**config.mk**
```make
export PLATFORM = sky130hd
export DESIGN_NAME = e1_prbs_generator_detector
export DESIGN_NICKNAME = d
export VERILOG_FILES = /design/src/logic/pattern_gen_detect_pkg.sv /design/src/logic/e1_prbs_generator_detector.sv
export SDC_FILE = /design/constraint.sdc
export NUM_CORES = 1
export LEC_CHECK = 0
export BUFFER_PORTS_ARGS = -buffer_cell sky130_fd_sc_hd__buf_2
export CAP_MARGIN = 25
export CORE_MARGIN = 2
export CORE_UTILIZATION = 45
export CTS_BUF_LIST = sky130_fd_sc_hd__clkbuf_16
export CTS_CLUSTER_DIAMETER = 100
export DETAILED_ROUTE_END_ITERATION = 16
export HOLD_SLACK_MARGIN = 0.06
export PLACE_DENSITY_LB_ADDON = 0.05
export SLEW_MARGIN = 5
export SYNTH_ARGS = -nofsm -noshare
export SYNTH_HDL_FRONTEND = slang
export SYNTH_SLANG_ARGS = --single-unit
```
**constraint.sdc**
```tcl
create_clock -name MCLK -period 3 [get_ports MCLK]
set_clock_uncertainty 0.2 [all_clocks]
set_input_delay 0.45 -clock MCLK [delete_from_list [all_inputs] [get_ports MCLK]]
set_output_delay 0.45 -clock MCLK [all_outputs]
set_load 0.01 [all_outputs]
```
**src/logic/pattern_gen_detect_pkg.sv**
```systemverilog
// Package for the E1 pattern generator and detector: register map,
// field positions, reset values, sequence taps and shared types.
// Assumes a single 10 MHz clock and a byte-wide register port.
package pattern_gen_detect_pkg;

   // Register offsets on the byte-wide register port.
   localparam logic [7:0] PATTERN_CONTROL_OFS = 8'h71;
   localparam logic [7:0] PATTERN_STATUS_ERROR_CONTROL_OFS = 8'h72;
   localparam logic [7:0] PATTERN_EVENT_FLAGS_OFS = 8'h73;

   // Field positions of the pattern control register.
   localparam int RX_INVERT_BIT = 3;
   localparam int TX_INVERT_BIT = 2;
   localparam int SEQ_SELECT_LSB = 0;

   // Field positions of the status and error control register.
   localparam int BIT_ERROR_IRQ_EN_BIT = 3;
   localparam int SINGLE_ERROR_INJECT_BIT = 2;
   localparam int PATTERN_LOCKED_BIT = 1;
   localparam int LOCK_CHANGE_IRQ_EN_BIT = 0;

   // Field positions of the event flag register.
   localparam int BIT_ERROR_FLAG_BIT = 3;
   localparam int LOCK_CHANGE_FLAG_BIT = 0;

   // Values after reset.
   localparam logic [7:0] PATTERN_CONTROL_RESET = 8'h00;
   localparam logic [7:0] PATTERN_STATUS_ERROR_CONTROL_RESET = 8'h00;
   localparam logic [7:0] PATTERN_EVENT_FLAGS_RESET = 8'h00;
   localparam logic [19:0] SHIFT_SEED = 20'hFFFFF;

   // Lock criteria, counted in bit periods.
   localparam logic [5:0] SYNC_WINDOW = 6'h30;
   localparam logic [3:0] SYNC_LOSS_ERRORS = 4'hA;
   localparam logic [5:0] SYNC_CLEAN_RUN = 6'h30;

   // Sequence select codes.
   localparam logic [1:0] SEQ_2E15 = 2'h0;
   localparam logic [1:0] SEQ_2E20 = 2'h1;
   localparam logic [1:0] SEQ_2E11 = 2'h2;

   // Shift register taps as bit indices: last stage and feedback stage.
   localparam logic [4:0] SEQ15_LAST = 5'h0E;
   localparam logic [4:0] SEQ15_TAP = 5'h0D;
   localparam logic [4:0] SEQ20_LAST = 5'h13;
   localparam logic [4:0] SEQ20_TAP = 5'h10;
   localparam logic [4:0] SEQ11_LAST = 5'h0A;
   localparam logic [4:0] SEQ11_TAP = 5'h08;

   typedef enum logic [1:0] {
      HUNT = 2'b01,
      LOCKED = 2'b10
   } lock_state_t;

   typedef struct packed {
      logic [7:0] addr;
      logic [7:0] wdata;
      logic wr;
      logic rd;
   } reg_req_t;

   typedef struct packed {
      logic rx_invert;
      logic tx_invert;
      logic [1:0] sequence_select;
   } pattern_ctrl_t;

endpackage

```
**src/logic/e1_prbs_generator_detector.sv**
```systemverilog
// E1 pseudo-random pattern generator and detector with its registers.
// Assumes bit-rate enables for both directions, synchronous to MCLK.
//
// Operation
// - Receive inversion flips data before the checker.
// - Transmit inversion flips the generated pattern.
// - One select field drives generator and checker.
// - Inject request corrupts one bit, then self-clears.
// - Ten errors in 48-bit window drop lock.
// - Forty-eight clean bits in a row gain lock.
// - Mismatch while locked sets the bit-error flag.
// - Any lock change sets the lock-change flag.
// - Bit-error enable gates flag bit 3 onto interrupt.
// - Lock-change enable gates flag bit 0 onto interrupt.
module e1_prbs_generator_detector (
   input wire logic MCLK,
   input wire logic RST,
   input wire pattern_gen_detect_pkg::reg_req_t REQ,
   output logic [7:0] RDATA,
   input wire logic TX_BIT_EN,
   output logic TX_DATA,
   output logic TX_VALID,
   input wire logic RX_BIT_EN,
   input wire logic RX_DATA,
   output logic INT
);
   import pattern_gen_detect_pkg::*;

   pattern_ctrl_t ctrl;
   logic bit_error_irq_en;
   logic lock_change_irq_en;
   logic single_error_inject;
   logic bit_error_flag;
   logic lock_change_flag;
   logic [19:0] gen_reg;
   logic [19:0] chk_reg;
   lock_state_t state;
   lock_state_t next_state;
   logic [5:0] win_cnt;
   logic [3:0] err_cnt;
   logic [5:0] run_cnt;
   logic [5:0] next_win_cnt;
   logic [3:0] next_err_cnt;
   logic [5:0] next_run_cnt;

   // Register decode.
   wire wr_ctrl = REQ.wr && (REQ.addr == PATTERN_CONTROL_OFS);
   wire wr_stat = REQ.wr && (REQ.addr == PATTERN_STATUS_ERROR_CONTROL_OFS);
   wire wr_flag = REQ.wr && (REQ.addr == PATTERN_EVENT_FLAGS_OFS);
   wire pattern_locked = (state == LOCKED);

   // Sequence choice shared by both directions.
   wire [4:0] seq_last = (ctrl.sequence_select == SEQ_2E20) ? SEQ20_LAST :
                         (ctrl.sequence_select == SEQ_2E11) ? SEQ11_LAST :
                         SEQ15_LAST;
   wire [4:0] seq_tap = (ctrl.sequence_select == SEQ_2E20) ? SEQ20_TAP :
                        (ctrl.sequence_select == SEQ_2E11) ? SEQ11_TAP :
                        SEQ15_TAP;

   // Generator feedback, inversion and single-bit corruption.
   wire gen_fb = gen_reg[seq_last] ^ gen_reg[seq_tap];
   wire gen_zero = (gen_reg == 20'h00000);
   wire [19:0] next_gen = gen_zero ? SHIFT_SEED : {gen_reg[18:0], gen_fb};
   wire tx_inverted = gen_fb ^ ctrl.tx_invert;
   wire next_tx = tx_inverted ^ single_error_inject;
   wire inject_done = TX_BIT_EN && single_error_inject;

   // Self-synchronising checker on the received stream.
   wire rx_bit = RX_DATA ^ ctrl.rx_invert;
   wire chk_expect = chk_reg[seq_last] ^ chk_reg[seq_tap];
   wire rx_err = RX_BIT_EN && (rx_bit != chk_expect);
   wire rx_clean = RX_BIT_EN && (rx_bit == chk_expect);
   wire win_end = (win_cnt == SYNC_WINDOW - 6'h01);
   wire [3:0] err_sum = err_cnt + {3'h0, rx_err};
   wire [5:0] run_sum = run_cnt + 6'h01;

   // Event detection and interrupt gating.
   wire bit_error_set = rx_err && pattern_locked;
   wire lock_change_set = (next_state != state);
   wire err_irq = bit_error_flag && bit_error_irq_en;
   wire lock_irq = lock_change_flag && lock_change_irq_en;
   wire next_int = err_irq || lock_irq;

   // Read multiplexer.
   wire [7:0] rd_ctrl = {4'h0, ctrl.rx_invert, ctrl.tx_invert,
                         ctrl.sequence_select};
   wire [7:0] rd_stat = {4'h0, bit_error_irq_en, single_error_inject,
                         pattern_locked, lock_change_irq_en};
   wire [7:0] rd_flag = {4'h0, bit_error_flag, 2'h0, lock_change_flag};
   wire [7:0] rd_mux =
      (REQ.addr == PATTERN_CONTROL_OFS) ? rd_ctrl :
      (REQ.addr == PATTERN_STATUS_ERROR_CONTROL_OFS) ? rd_stat :
      (REQ.addr == PATTERN_EVENT_FLAGS_OFS) ? rd_flag : 8'h00;

   // Lock state machine and its counters.
   always_comb begin
      next_state = state;
      next_win_cnt = win_cnt;
      next_err_cnt = err_cnt;
      next_run_cnt = run_cnt;
      case (state)
         HUNT: begin
            if (rx_err) begin
               next_run_cnt = 6'h00;
            end else if (rx_clean) begin
               next_run_cnt = run_sum;
               if (run_sum >= SYNC_CLEAN_RUN) begin
                  next_state = LOCKED;
                  next_win_cnt = 6'h00;
                  next_err_cnt = 4'h0;
               end
            end
         end
         LOCKED: begin
            if (RX_BIT_EN) begin
               next_err_cnt = err_sum;
               next_win_cnt = win_end ? 6'h00 : win_cnt + 6'h01;
               if (err_sum >= SYNC_LOSS_ERRORS) begin
                  next_state = HUNT;
                  next_run_cnt = 6'h00;
                  next_err_cnt = 4'h0;
               end else if (win_end) begin
                  next_err_cnt = 4'h0;
               end
            end
         end
         default: begin
            next_state = HUNT;
            next_run_cnt = 6'h00;
         end
      endcase
   end

   always_ff @(posedge MCLK) begin
      if (RST) begin
         state <= HUNT;
         win_cnt <= 6'h00;
         err_cnt <= 4'h0;
         run_cnt <= 6'h00;
      end else begin
         state <= next_state;
         win_cnt <= next_win_cnt;
         err_cnt <= next_err_cnt;
         run_cnt <= next_run_cnt;
      end
   end

   // Control registers written by software.
   always_ff @(posedge MCLK) begin
      if (RST) begin
         ctrl <= pattern_ctrl_t'(PATTERN_CONTROL_RESET[3:0]);
         bit_error_irq_en <= PATTERN_STATUS_ERROR_CONTROL_RESET[3];
         lock_change_irq_en <= PATTERN_STATUS_ERROR_CONTROL_RESET[0];
      end else begin
         if (wr_ctrl) begin
            ctrl <= pattern_ctrl_t'(REQ.wdata[3:0]);
         end
         if (wr_stat) begin
            bit_error_irq_en <= REQ.wdata[BIT_ERROR_IRQ_EN_BIT];
            lock_change_irq_en <= REQ.wdata[LOCK_CHANGE_IRQ_EN_BIT];
         end
      end
   end

   // Inject request: a write wins over the self-clear in the same cycle.
   always_ff @(posedge MCLK) begin
      if (RST) begin
         single_error_inject <= PATTERN_STATUS_ERROR_CONTROL_RESET[2];
      end else if (wr_stat) begin
         single_error_inject <= REQ.wdata[SINGLE_ERROR_INJECT_BIT];
      end else if (inject_done) begin
         single_error_inject <= 1'b0;
      end
   end

   // Sticky flags: hardware set wins over a write-one clear.
   always_ff @(posedge MCLK) begin
      if (RST) begin
         bit_error_flag <= PATTERN_EVENT_FLAGS_RESET[3];
         lock_change_flag <= PATTERN_EVENT_FLAGS_RESET[0];
      end else begin
         bit_error_flag <= bit_error_set ||
            (bit_error_flag && !(wr_flag && REQ.wdata[BIT_ERROR_FLAG_BIT]));
         lock_change_flag <= lock_change_set ||
            (lock_change_flag &&
             !(wr_flag && REQ.wdata[LOCK_CHANGE_FLAG_BIT]));
      end
   end

   // Pattern shift registers for both directions.
   always_ff @(posedge MCLK) begin
      if (RST) begin
         gen_reg <= SHIFT_SEED;
         chk_reg <= SHIFT_SEED;
      end else begin
         if (TX_BIT_EN) begin
            gen_reg <= next_gen;
         end
         if (RX_BIT_EN) begin
            chk_reg <= {chk_reg[18:0], rx_bit};
         end
      end
   end

   // Registered outputs.
   always_ff @(posedge MCLK) begin
      if (RST) begin
         TX_DATA <= 1'b0;
         TX_VALID <= 1'b0;
         RDATA <= 8'h00;
         INT <= 1'b0;
      end else begin
         TX_VALID <= TX_BIT_EN;
         if (TX_BIT_EN) begin
            TX_DATA <= next_tx;
         end
         RDATA <= REQ.rd ? rd_mux : 8'h00;
         INT <= next_int;
      end
   end

   a_rx_invert_path: assert property (
      @(posedge MCLK) disable iff (RST)
      (RX_BIT_EN && pattern_locked &&
       ((RX_DATA ^ ctrl.rx_invert) != chk_expect)) |=> bit_error_flag)
      else $error("Inverted receive mismatch did not flag an error.");

   a_tx_invert_out: assert property (
      @(posedge MCLK) disable iff (RST)
      (TX_BIT_EN && !single_error_inject) |=>
      (TX_DATA == ($past(gen_fb) ^ $past(ctrl.tx_invert))))
      else $error("Transmit bit does not follow inversion control.");

   a_seq_shared_len: assert property (
      @(posedge MCLK) disable iff (RST)
      (ctrl.sequence_select == SEQ_2E20) |-> (seq_last == 5'h13))
      else $error("Sequence select picked the wrong length.");

   a_inject_one_bit: assert property (
      @(posedge MCLK) disable iff (RST)
      (inject_done && !wr_stat) |=>
      (!single_error_inject &&
       TX_DATA == !($past(gen_fb) ^ $past(ctrl.tx_invert))))
      else $error("Error injection did not corrupt exactly one bit.");

   a_loss_threshold: assert property (
      @(posedge MCLK) disable iff (RST)
      (pattern_locked && RX_BIT_EN && rx_err && err_cnt == 4'h9) |=>
      (state == HUNT))
      else $error("Lock kept after ten errors in the window.");

   a_gain_after_run: assert property (
      @(posedge MCLK) disable iff (RST)
      (state == HUNT) ##1 (state == LOCKED) |->
      ($past(run_cnt) == 6'h2F))
      else $error("Lock gained without 48 clean bits.");

   a_lock_change_set: assert property (
      @(posedge MCLK) disable iff (RST)
      (state != $past(state)) |-> lock_change_flag)
      else $error("Lock change did not set its flag.");

   a_err_irq_gate: assert property (
      @(posedge MCLK) disable iff (RST)
      (bit_error_flag && bit_error_irq_en) |=> INT)
      else $error("Enabled bit-error flag did not raise interrupt.");

   a_lock_irq_gate: assert property (
      @(posedge MCLK) disable iff (RST)
      (lock_change_flag && lock_change_irq_en) |=> INT)
      else $error("Enabled lock-change flag did not raise interrupt.");

   a_int_released: assert property (
      @(posedge MCLK) disable iff (RST)
      !(err_irq || lock_irq) [*2] |-> !INT)
      else $error("Interrupt high with no enabled flag set.");

   a_rx_shift_in: assert property (
      @(posedge MCLK) disable iff (RST)
      RX_BIT_EN |=>
      (chk_reg[0] == ($past(RX_DATA) ^ $past(ctrl.rx_invert))))
      else $error("Received bit entered the checker with wrong polarity.");

   a_tx_valid_pulse: assert property (
      @(posedge MCLK) disable iff (RST)
      TX_VALID == $past(TX_BIT_EN))
      else $error("Transmit valid does not follow the bit enable.");

   a_reserved_code: assert property (
      @(posedge MCLK) disable iff (RST)
      (ctrl.sequence_select == 2'h3) |->
      (seq_last == SEQ15_LAST && seq_tap == SEQ15_TAP))
      else $error("Reserved select code did not fall back.");

   a_inject_waits: assert property (
      @(posedge MCLK) disable iff (RST)
      (single_error_inject && !TX_BIT_EN && !wr_stat) |=>
      single_error_inject)
      else $error("Inject request cleared before a bit went out.");

   a_window_wrap: assert property (
      @(posedge MCLK) disable iff (RST)
      (pattern_locked && RX_BIT_EN && win_end) |=>
      (win_cnt == 6'h00 && err_cnt == 4'h0))
      else $error("Error window did not restart after 48 bits.");

   a_run_restart: assert property (
      @(posedge MCLK) disable iff (RST)
      (state == HUNT && rx_err) |=> (run_cnt == 6'h00))
      else $error("Clean run count kept after an error.");

   a_err_flag_cause: assert property (
      @(posedge MCLK) disable iff (RST)
      $rose(bit_error_flag) |-> $past(pattern_locked && rx_err))
      else $error("Bit-error flag set without a locked mismatch.");

   a_lock_flag_hold: assert property (
      @(posedge MCLK) disable iff (RST)
      (lock_change_flag && !wr_flag) |=> lock_change_flag)
      else $error("Lock-change flag dropped without a clear.");

endmodule // e1_prbs_generator_detector

```
# ---- Yosys cells after proc, flatten, opt, wreduce, memory -nomap -nowiden
# Cells that the tools add are included.
dict set report totals {
  regBits 78
  output_inout_bits 11
  word_cells 116
  in_bits 23
}
dict set report op_classes {
  n_eq_ne 17
  n_bitwise 6
  muxes 42
  n_lt_le_gt_ge 4
  reduce_logical 25
  add_sub_neg 3
}
# op n
set op_table {}
lappend op_table {{$mux 6} 9}
lappend op_table {{$mux 4} 9}
lappend op_table {{$eq 8x7->1 const B} 3}
lappend op_table {{$pmux 6 s2} 2}
lappend op_table {{$bmux 1 s5} 4}
lappend op_table {{$logic_not 20->1} 1}
lappend op_table {{$mux 20} 1}
lappend op_table {{$logic_and 1x1->1} 13}
lappend op_table {{$add 6x1->6 const B} 2}
lappend op_table {{$lt 5x6->1 const B} 2}
lappend op_table {{$mux 2} 5}
lappend op_table {{$mux 5} 2}
lappend op_table {{$ne 2x2->1 const B} 4}
lappend op_table {{$pmux 4 s2} 1}
lappend op_table {{$eq 6x6->1 const B} 1}
lappend op_table {{$ge 6x6->1 const B} 1}
lappend op_table {{$mux 1} 6}
lappend op_table {{$mux 3} 2}
lappend op_table {{$reduce_and 5->1} 1}
lappend op_table {{$xor 1x1->1} 5}
lappend op_table {{$add 4x1->4} 1}
lappend op_table {{$eq 2x1->1 const B} 2}
lappend op_table {{$eq 2x2->1 const B} 2}
lappend op_table {{$ge 4x4->1 const B} 1}
lappend op_table {{13 further kinds} 17}

# ---- Depth between registers and ports, before layout
dict set report logic_depth {
  depth_word 15
  depth_mapped 14
  depth_no_buf 14
}

# ---- Least setup slack after synthesis
# No wires, ideal clock.
dict set report synth_timing {
  path_kind {reg2reg}
  startpoint {reg ctrl[1] (netlist bit)}
  endpoint {reg run_cnt[1]}
  synth_period_minus_slack_ps 3188
  t_arrival_ps 2918
  required_time_ps 2729
  path_slack_ps -188
  path_stages_with_launch 15
  path_buffers 0
  setup_ps 71
  path_cell_list {dfxtp_1 inv_1 ha_1 nor2_1 a22o_1 or2_1 a21oi_1 ha_1 ha_1 o21ai_0 a2bb2oi_1 a21bo_2 nand2_1 or3_1 a21oi_1}
}
dict set report synth_via {
  elab_chain_cells 12
  word_cells_on_any_way 22
  cone_classes {add/sub: 1; order compare: 1; eq/ne: 6; mux: 10; bitwise: 1; reduce/logical: 3}
}
# item line
set synth_rtl {}
lappend synth_rtl {{start: declaration} e1_prbs_generator_detector.sv:29} ;# pattern_ctrl_t ctrl;
lappend synth_rtl {{start signal: assignment} e1_prbs_generator_detector.sv:151} ;# ctrl <= pattern_ctrl_t'(PATTERN_CONTROL_RESET[3:0]);
lappend synth_rtl {{start signal: assignment} e1_prbs_generator_detector.sv:156} ;# ctrl <= pattern_ctrl_t'(REQ.wdata[3:0]);
lappend synth_rtl {{$eq 2x2->1} {e1_prbs_generator_detector.sv:54, e1_prbs_generator_detector.sv:57}}
lappend synth_rtl {{$mux 3, on equally long branches} {e1_prbs_generator_detector.sv:54, e1_prbs_generator_detector.sv:57}}
lappend synth_rtl {{$mux 5, on equally long branches} {e1_prbs_generator_detector.sv:53, e1_prbs_generator_detector.sv:56}}
lappend synth_rtl {{$bmux 1 s5} e1_prbs_generator_detector.sv:70} ;# wire chk_expect = chk_reg[seq_last] ^ chk_reg[seq_tap];
lappend synth_rtl {{$mux 1 (implied by the code)} e1_prbs_generator_detector.sv:70}
lappend synth_rtl {{$xor 1x1->1 *} e1_prbs_generator_detector.sv:70}
lappend synth_rtl {{$ne 1x1->1} e1_prbs_generator_detector.sv:71} ;# wire rx_err = RX_BIT_EN && (rx_bit != chk_expect);
lappend synth_rtl {{$logic_and 1x1->1} e1_prbs_generator_detector.sv:71}
lappend synth_rtl {{$add 4x1->4} e1_prbs_generator_detector.sv:74} ;# wire [3:0] err_sum = err_cnt + {3'h0, rx_err};
lappend synth_rtl {{$ge 4x4->1} e1_prbs_generator_detector.sv:118} ;# if (err_sum >= SYNC_LOSS_ERRORS) begin
lappend synth_rtl {{$ne 2x1->1 (no line)} --}
lappend synth_rtl {{$reduce_and 3->1 (no line)} --}
lappend synth_rtl {{end signal: assignment} e1_prbs_generator_detector.sv:144} ;# run_cnt <= next_run_cnt;
lappend synth_rtl {{end: declaration} e1_prbs_generator_detector.sv:41} ;# logic [5:0] run_cnt;
# Mark *: on every way between the ends. The rest lies on a longest branch, timed or not. The select of a mux whose other input is x is not followed.
# A chain may end at the register's enable or synchronous reset.

# ---- Worst setup path after layout
dict set report layout_timing {
  startpoint {reg ctrl[1] (netlist bit)}
  endpoint {reg run_cnt[3]}
}
# The elaborated chain is that of the path after synthesis.

==> metrics.txt <==
Final Net Count 451; final instance area 4050 um^2; P&R area growth vs syn 19.9%; Antenna Cells 0; post-synthesis sequential area ratio 43.8%; minimum clock period 2940 ps; Min-Delay Endpoint ctrl[1]; die width 90.7 um; post-route setup TNS 0 ps; Slew headroom 51.6%; period utilisation layout between 90% and 100%; Ports 34; Num CTS Buffers 9; Clock Sinks 74; critical path class flip-flop to flip-flop; Setup WS pre-CTS -1.48 ps; final worst setup slack 60.5 ps; RSZ-0062 raised after global routing yes; dominant synthesized flop cell dfxtp_1; Mapped Area 3380 um^2; WP data arrival 2940 ps; Hold Path Class primary input to flip-flop; status finished clean; highest clock rate 340 MHz; maximum VDD drop 310 uV; post-layout util 55.9%; EDFF count, synth 0; wire length on met3 295 um; Slew @ Worst Pin 719 ps; GRT Util Overall 17.7%; clock buffer depth 2; synthesized flop and latch total 74; H-tree levels 3; setup violators final 0; met2 wire length 3030 um; Final Hold Vio Count 0; largest net degree at the start of global routing 31; vias 2814; grt ovf 0; first-pass GRT wire length between 10000 and 15000 um; post-route ant nets 0; Clock Latency Late Sink 330 ps; Fillers 703; gp weighted congestion ~0.76; R2R cell count 15; DR top layer met4; Netlist cell types 56; YS warnings 0; worst hold path depth 3; Port Buffers 25; Max-Cap Viols 0; Leak 1.61 nW; syn_area_per_cell 8.83 um^2; Die ar. 8220 um^2; per-cell routed wire length about 13 um; HPWL after DPL 4620 um; Placeable Area 7250 um^2; Via density 5.37; Rows 31; Post-DP Area 3720 um^2; initial drt markers 116; Post-Syn Instances ~380; WP data required 3000 ps; initial antenna violation count 0; CTS root buffer clkbuf_16; Die H between 90 and 100 um; vias in the first global route 2550; Starting Density between 40% and 50%; CP Max Fanout 4; beginning of the worst hold path REQ[3]; pwr dens about 540 nW/um^2; fin. max-slew vios 0; worst r2r src ctrl[1]; WHS 165 ps; post-cts hold buffer count 0; worst r2r dst run_cnt[3]; CP startpoint kind flip-flop; clk slew on worst S/H paths roughly 60 ps; layout cells sized above 1 20.7%; Residual DRC 0; Async SR Flop Fraction 0%; final WL between 7000 and 8000 um; First-pass DRT Iterations 4; WL met1 around 3600 um; CTS tree yes; reg-to-reg slack, setup 60 ps; Critical Path Sink Type flip-flop
power by group:
part / switching (W) / total, W / internal, W
Clock: 0.000402 / 0.00104 / 0.000634
Combinational: 0.0000897 / 0.000146 / 0.0000562
Sequential: 0.0000101 / 0.00100 / 0.000995
Total: 0.000502 / 0.00219 / 0.00169
final cells by class:
cell class / instances / area (um^2) / share of cell area [%]
tap: 99 / 124 / 3.06
inverter: 10 / 37.5 / 0.926
clock inverter: 6 / 58.8 / 1.45
multi-input combinational: 279 / 1830 / 45.1
timing repair buffer: 47 / 298 / 7.35
clock buffer: 9 / 225 / 5.56
sequential: 74 / 1480 / 36.6
cell usage after synthesis (2+ instances only):
cell       count  share of area (%)
a211oi_1       2               0.44
a21boi_1       2               0.44
a21oi_1       17                2.5
a22oi_1        6                1.3
a2bb2oi_1      2               0.52
and3_1         4               0.74
buf_2          3               0.44
buf_4          5                1.1
clkbuf_1      14                1.6
dfxtp_1       74                 44
ha_1           7                2.6
inv_1          9                1.0
mux2_2         2               0.67
mux2i_1       24                7.1
nand2_1       56                6.2
nand2b_1       2               0.37
nand3_1       15                2.2
nand4_1        6                1.1
nor2_1        27                3.0
nor2b_1        7                1.3
nor3_1        10                1.5
nor4_1         5               0.93
o21ai_0        9                1.3
o21ai_1        7                1.0
o22ai_1       20                3.7
o41ai_2        2               0.96
or3_1          2               0.37
xnor2_1        6                1.6
xor2_1        11                2.8
stage by stage:
step,instances,total power (W)
after global routing,524,0.00227
after detailed placement,508,0.00117
after CTS,524,0.00221
after global placement,508,0.00117
final,524,0.00219
after floorplan,386,0.00112
placed cells by master, fill, tap and decap left out, types with 3 or more instances in the layout:
cell type,instances
nand3_2,3
nor2b_1,6
nand3_1,13
o22ai_1,20
and3_1,4
mux2i_1,24
conb_1,4
xnor2_1,6
xor2_1,11
clkbuf_16,9
ha_1,4
nor3_1,10
nand4_1,6
o21ai_1,8
a21oi_1,15
buf_2,25
nand2_1,56
o21ai_0,6
nor2_1,26
nor4_1,5
inv_1,9
dfxtp_1,73
a22oi_1,6
buf_4,20
routing by layer:
| metal | up-vias | global-route usage (%) |
|---|---|---|
| li1 | 1439 | - |
| met1 | 1308 | 24.9 |
| met2 | 53 | 25.6 |
| met3 | 14 | 3.84 |
| met4 | 0 | 8.59 |
| met5 | - | 0 |
cells by family (layout without fill, tap and decap cells):
| family | count (synthesis) | in the layout | share of synthesized area, % |
|---|---|---|---|
| mux | 26 | 26 | 7.77 |
| compound gates | 83 | 83 | 17.2 |
| other cells | 1 | 4 | 0.111 |
| simple gates | 142 | 142 | 19.7 |
| xor+xnor | 17 | 17 | 4.40 |
| buf+inv | 33 | 72 | 4.33 |
| fa+ha+maj | 7 | 7 | 2.59 |
| flops | 74 | 74 | 43.8 |
worst max path at each step:
| stage | startpoint | endpoint | slack, ps | depth (start not counted) |
|---|---|---|---|---|
| 3_5_place_dp | ctrl[1] | run_cnt[1] | -1 | 14 |
| 5_1_grt | ctrl[1] | run_cnt[1] | -120 | 14 |
| 3_3_place_gp | ctrl[1] | run_cnt[1] | 10 | 14 |
| 4_1_cts | ctrl[1] | run_cnt[4] | 5 | 15 |
| 2_1_floorplan | ctrl[1] | run_cnt[1] | 10 | 14 |
| 6_report | ctrl[1] | run_cnt[3] | 60 | 15 |
worst max-delay path, stage by stage, from the launching register on:
cell	delay [ps]
dfxtp_2	330
inv_2	40
ha_4	270
nor2_2	30
a22o_1	240
or2_1	220
a21oi_2	160
ha_2	230
ha_4	230
nor2b_2	130
o21ai_2	70
a21bo_2	240
buf_6	130
nand3_1	80
xor2_1	160
nor3_1	60
what timing repair did:
| action | 4_1_cts | 5_1_grt |
|---|---|---|
| gates cloned | 0 | 0 |
| pin swaps | 3 | 17 |
| setup buffers | 1 | 0 |
| setup endpoints to repair | 3 | 7 |
| gates resized for setup | 3 | 11 |
Note: power is estimated with default switching activity, not from simulation.
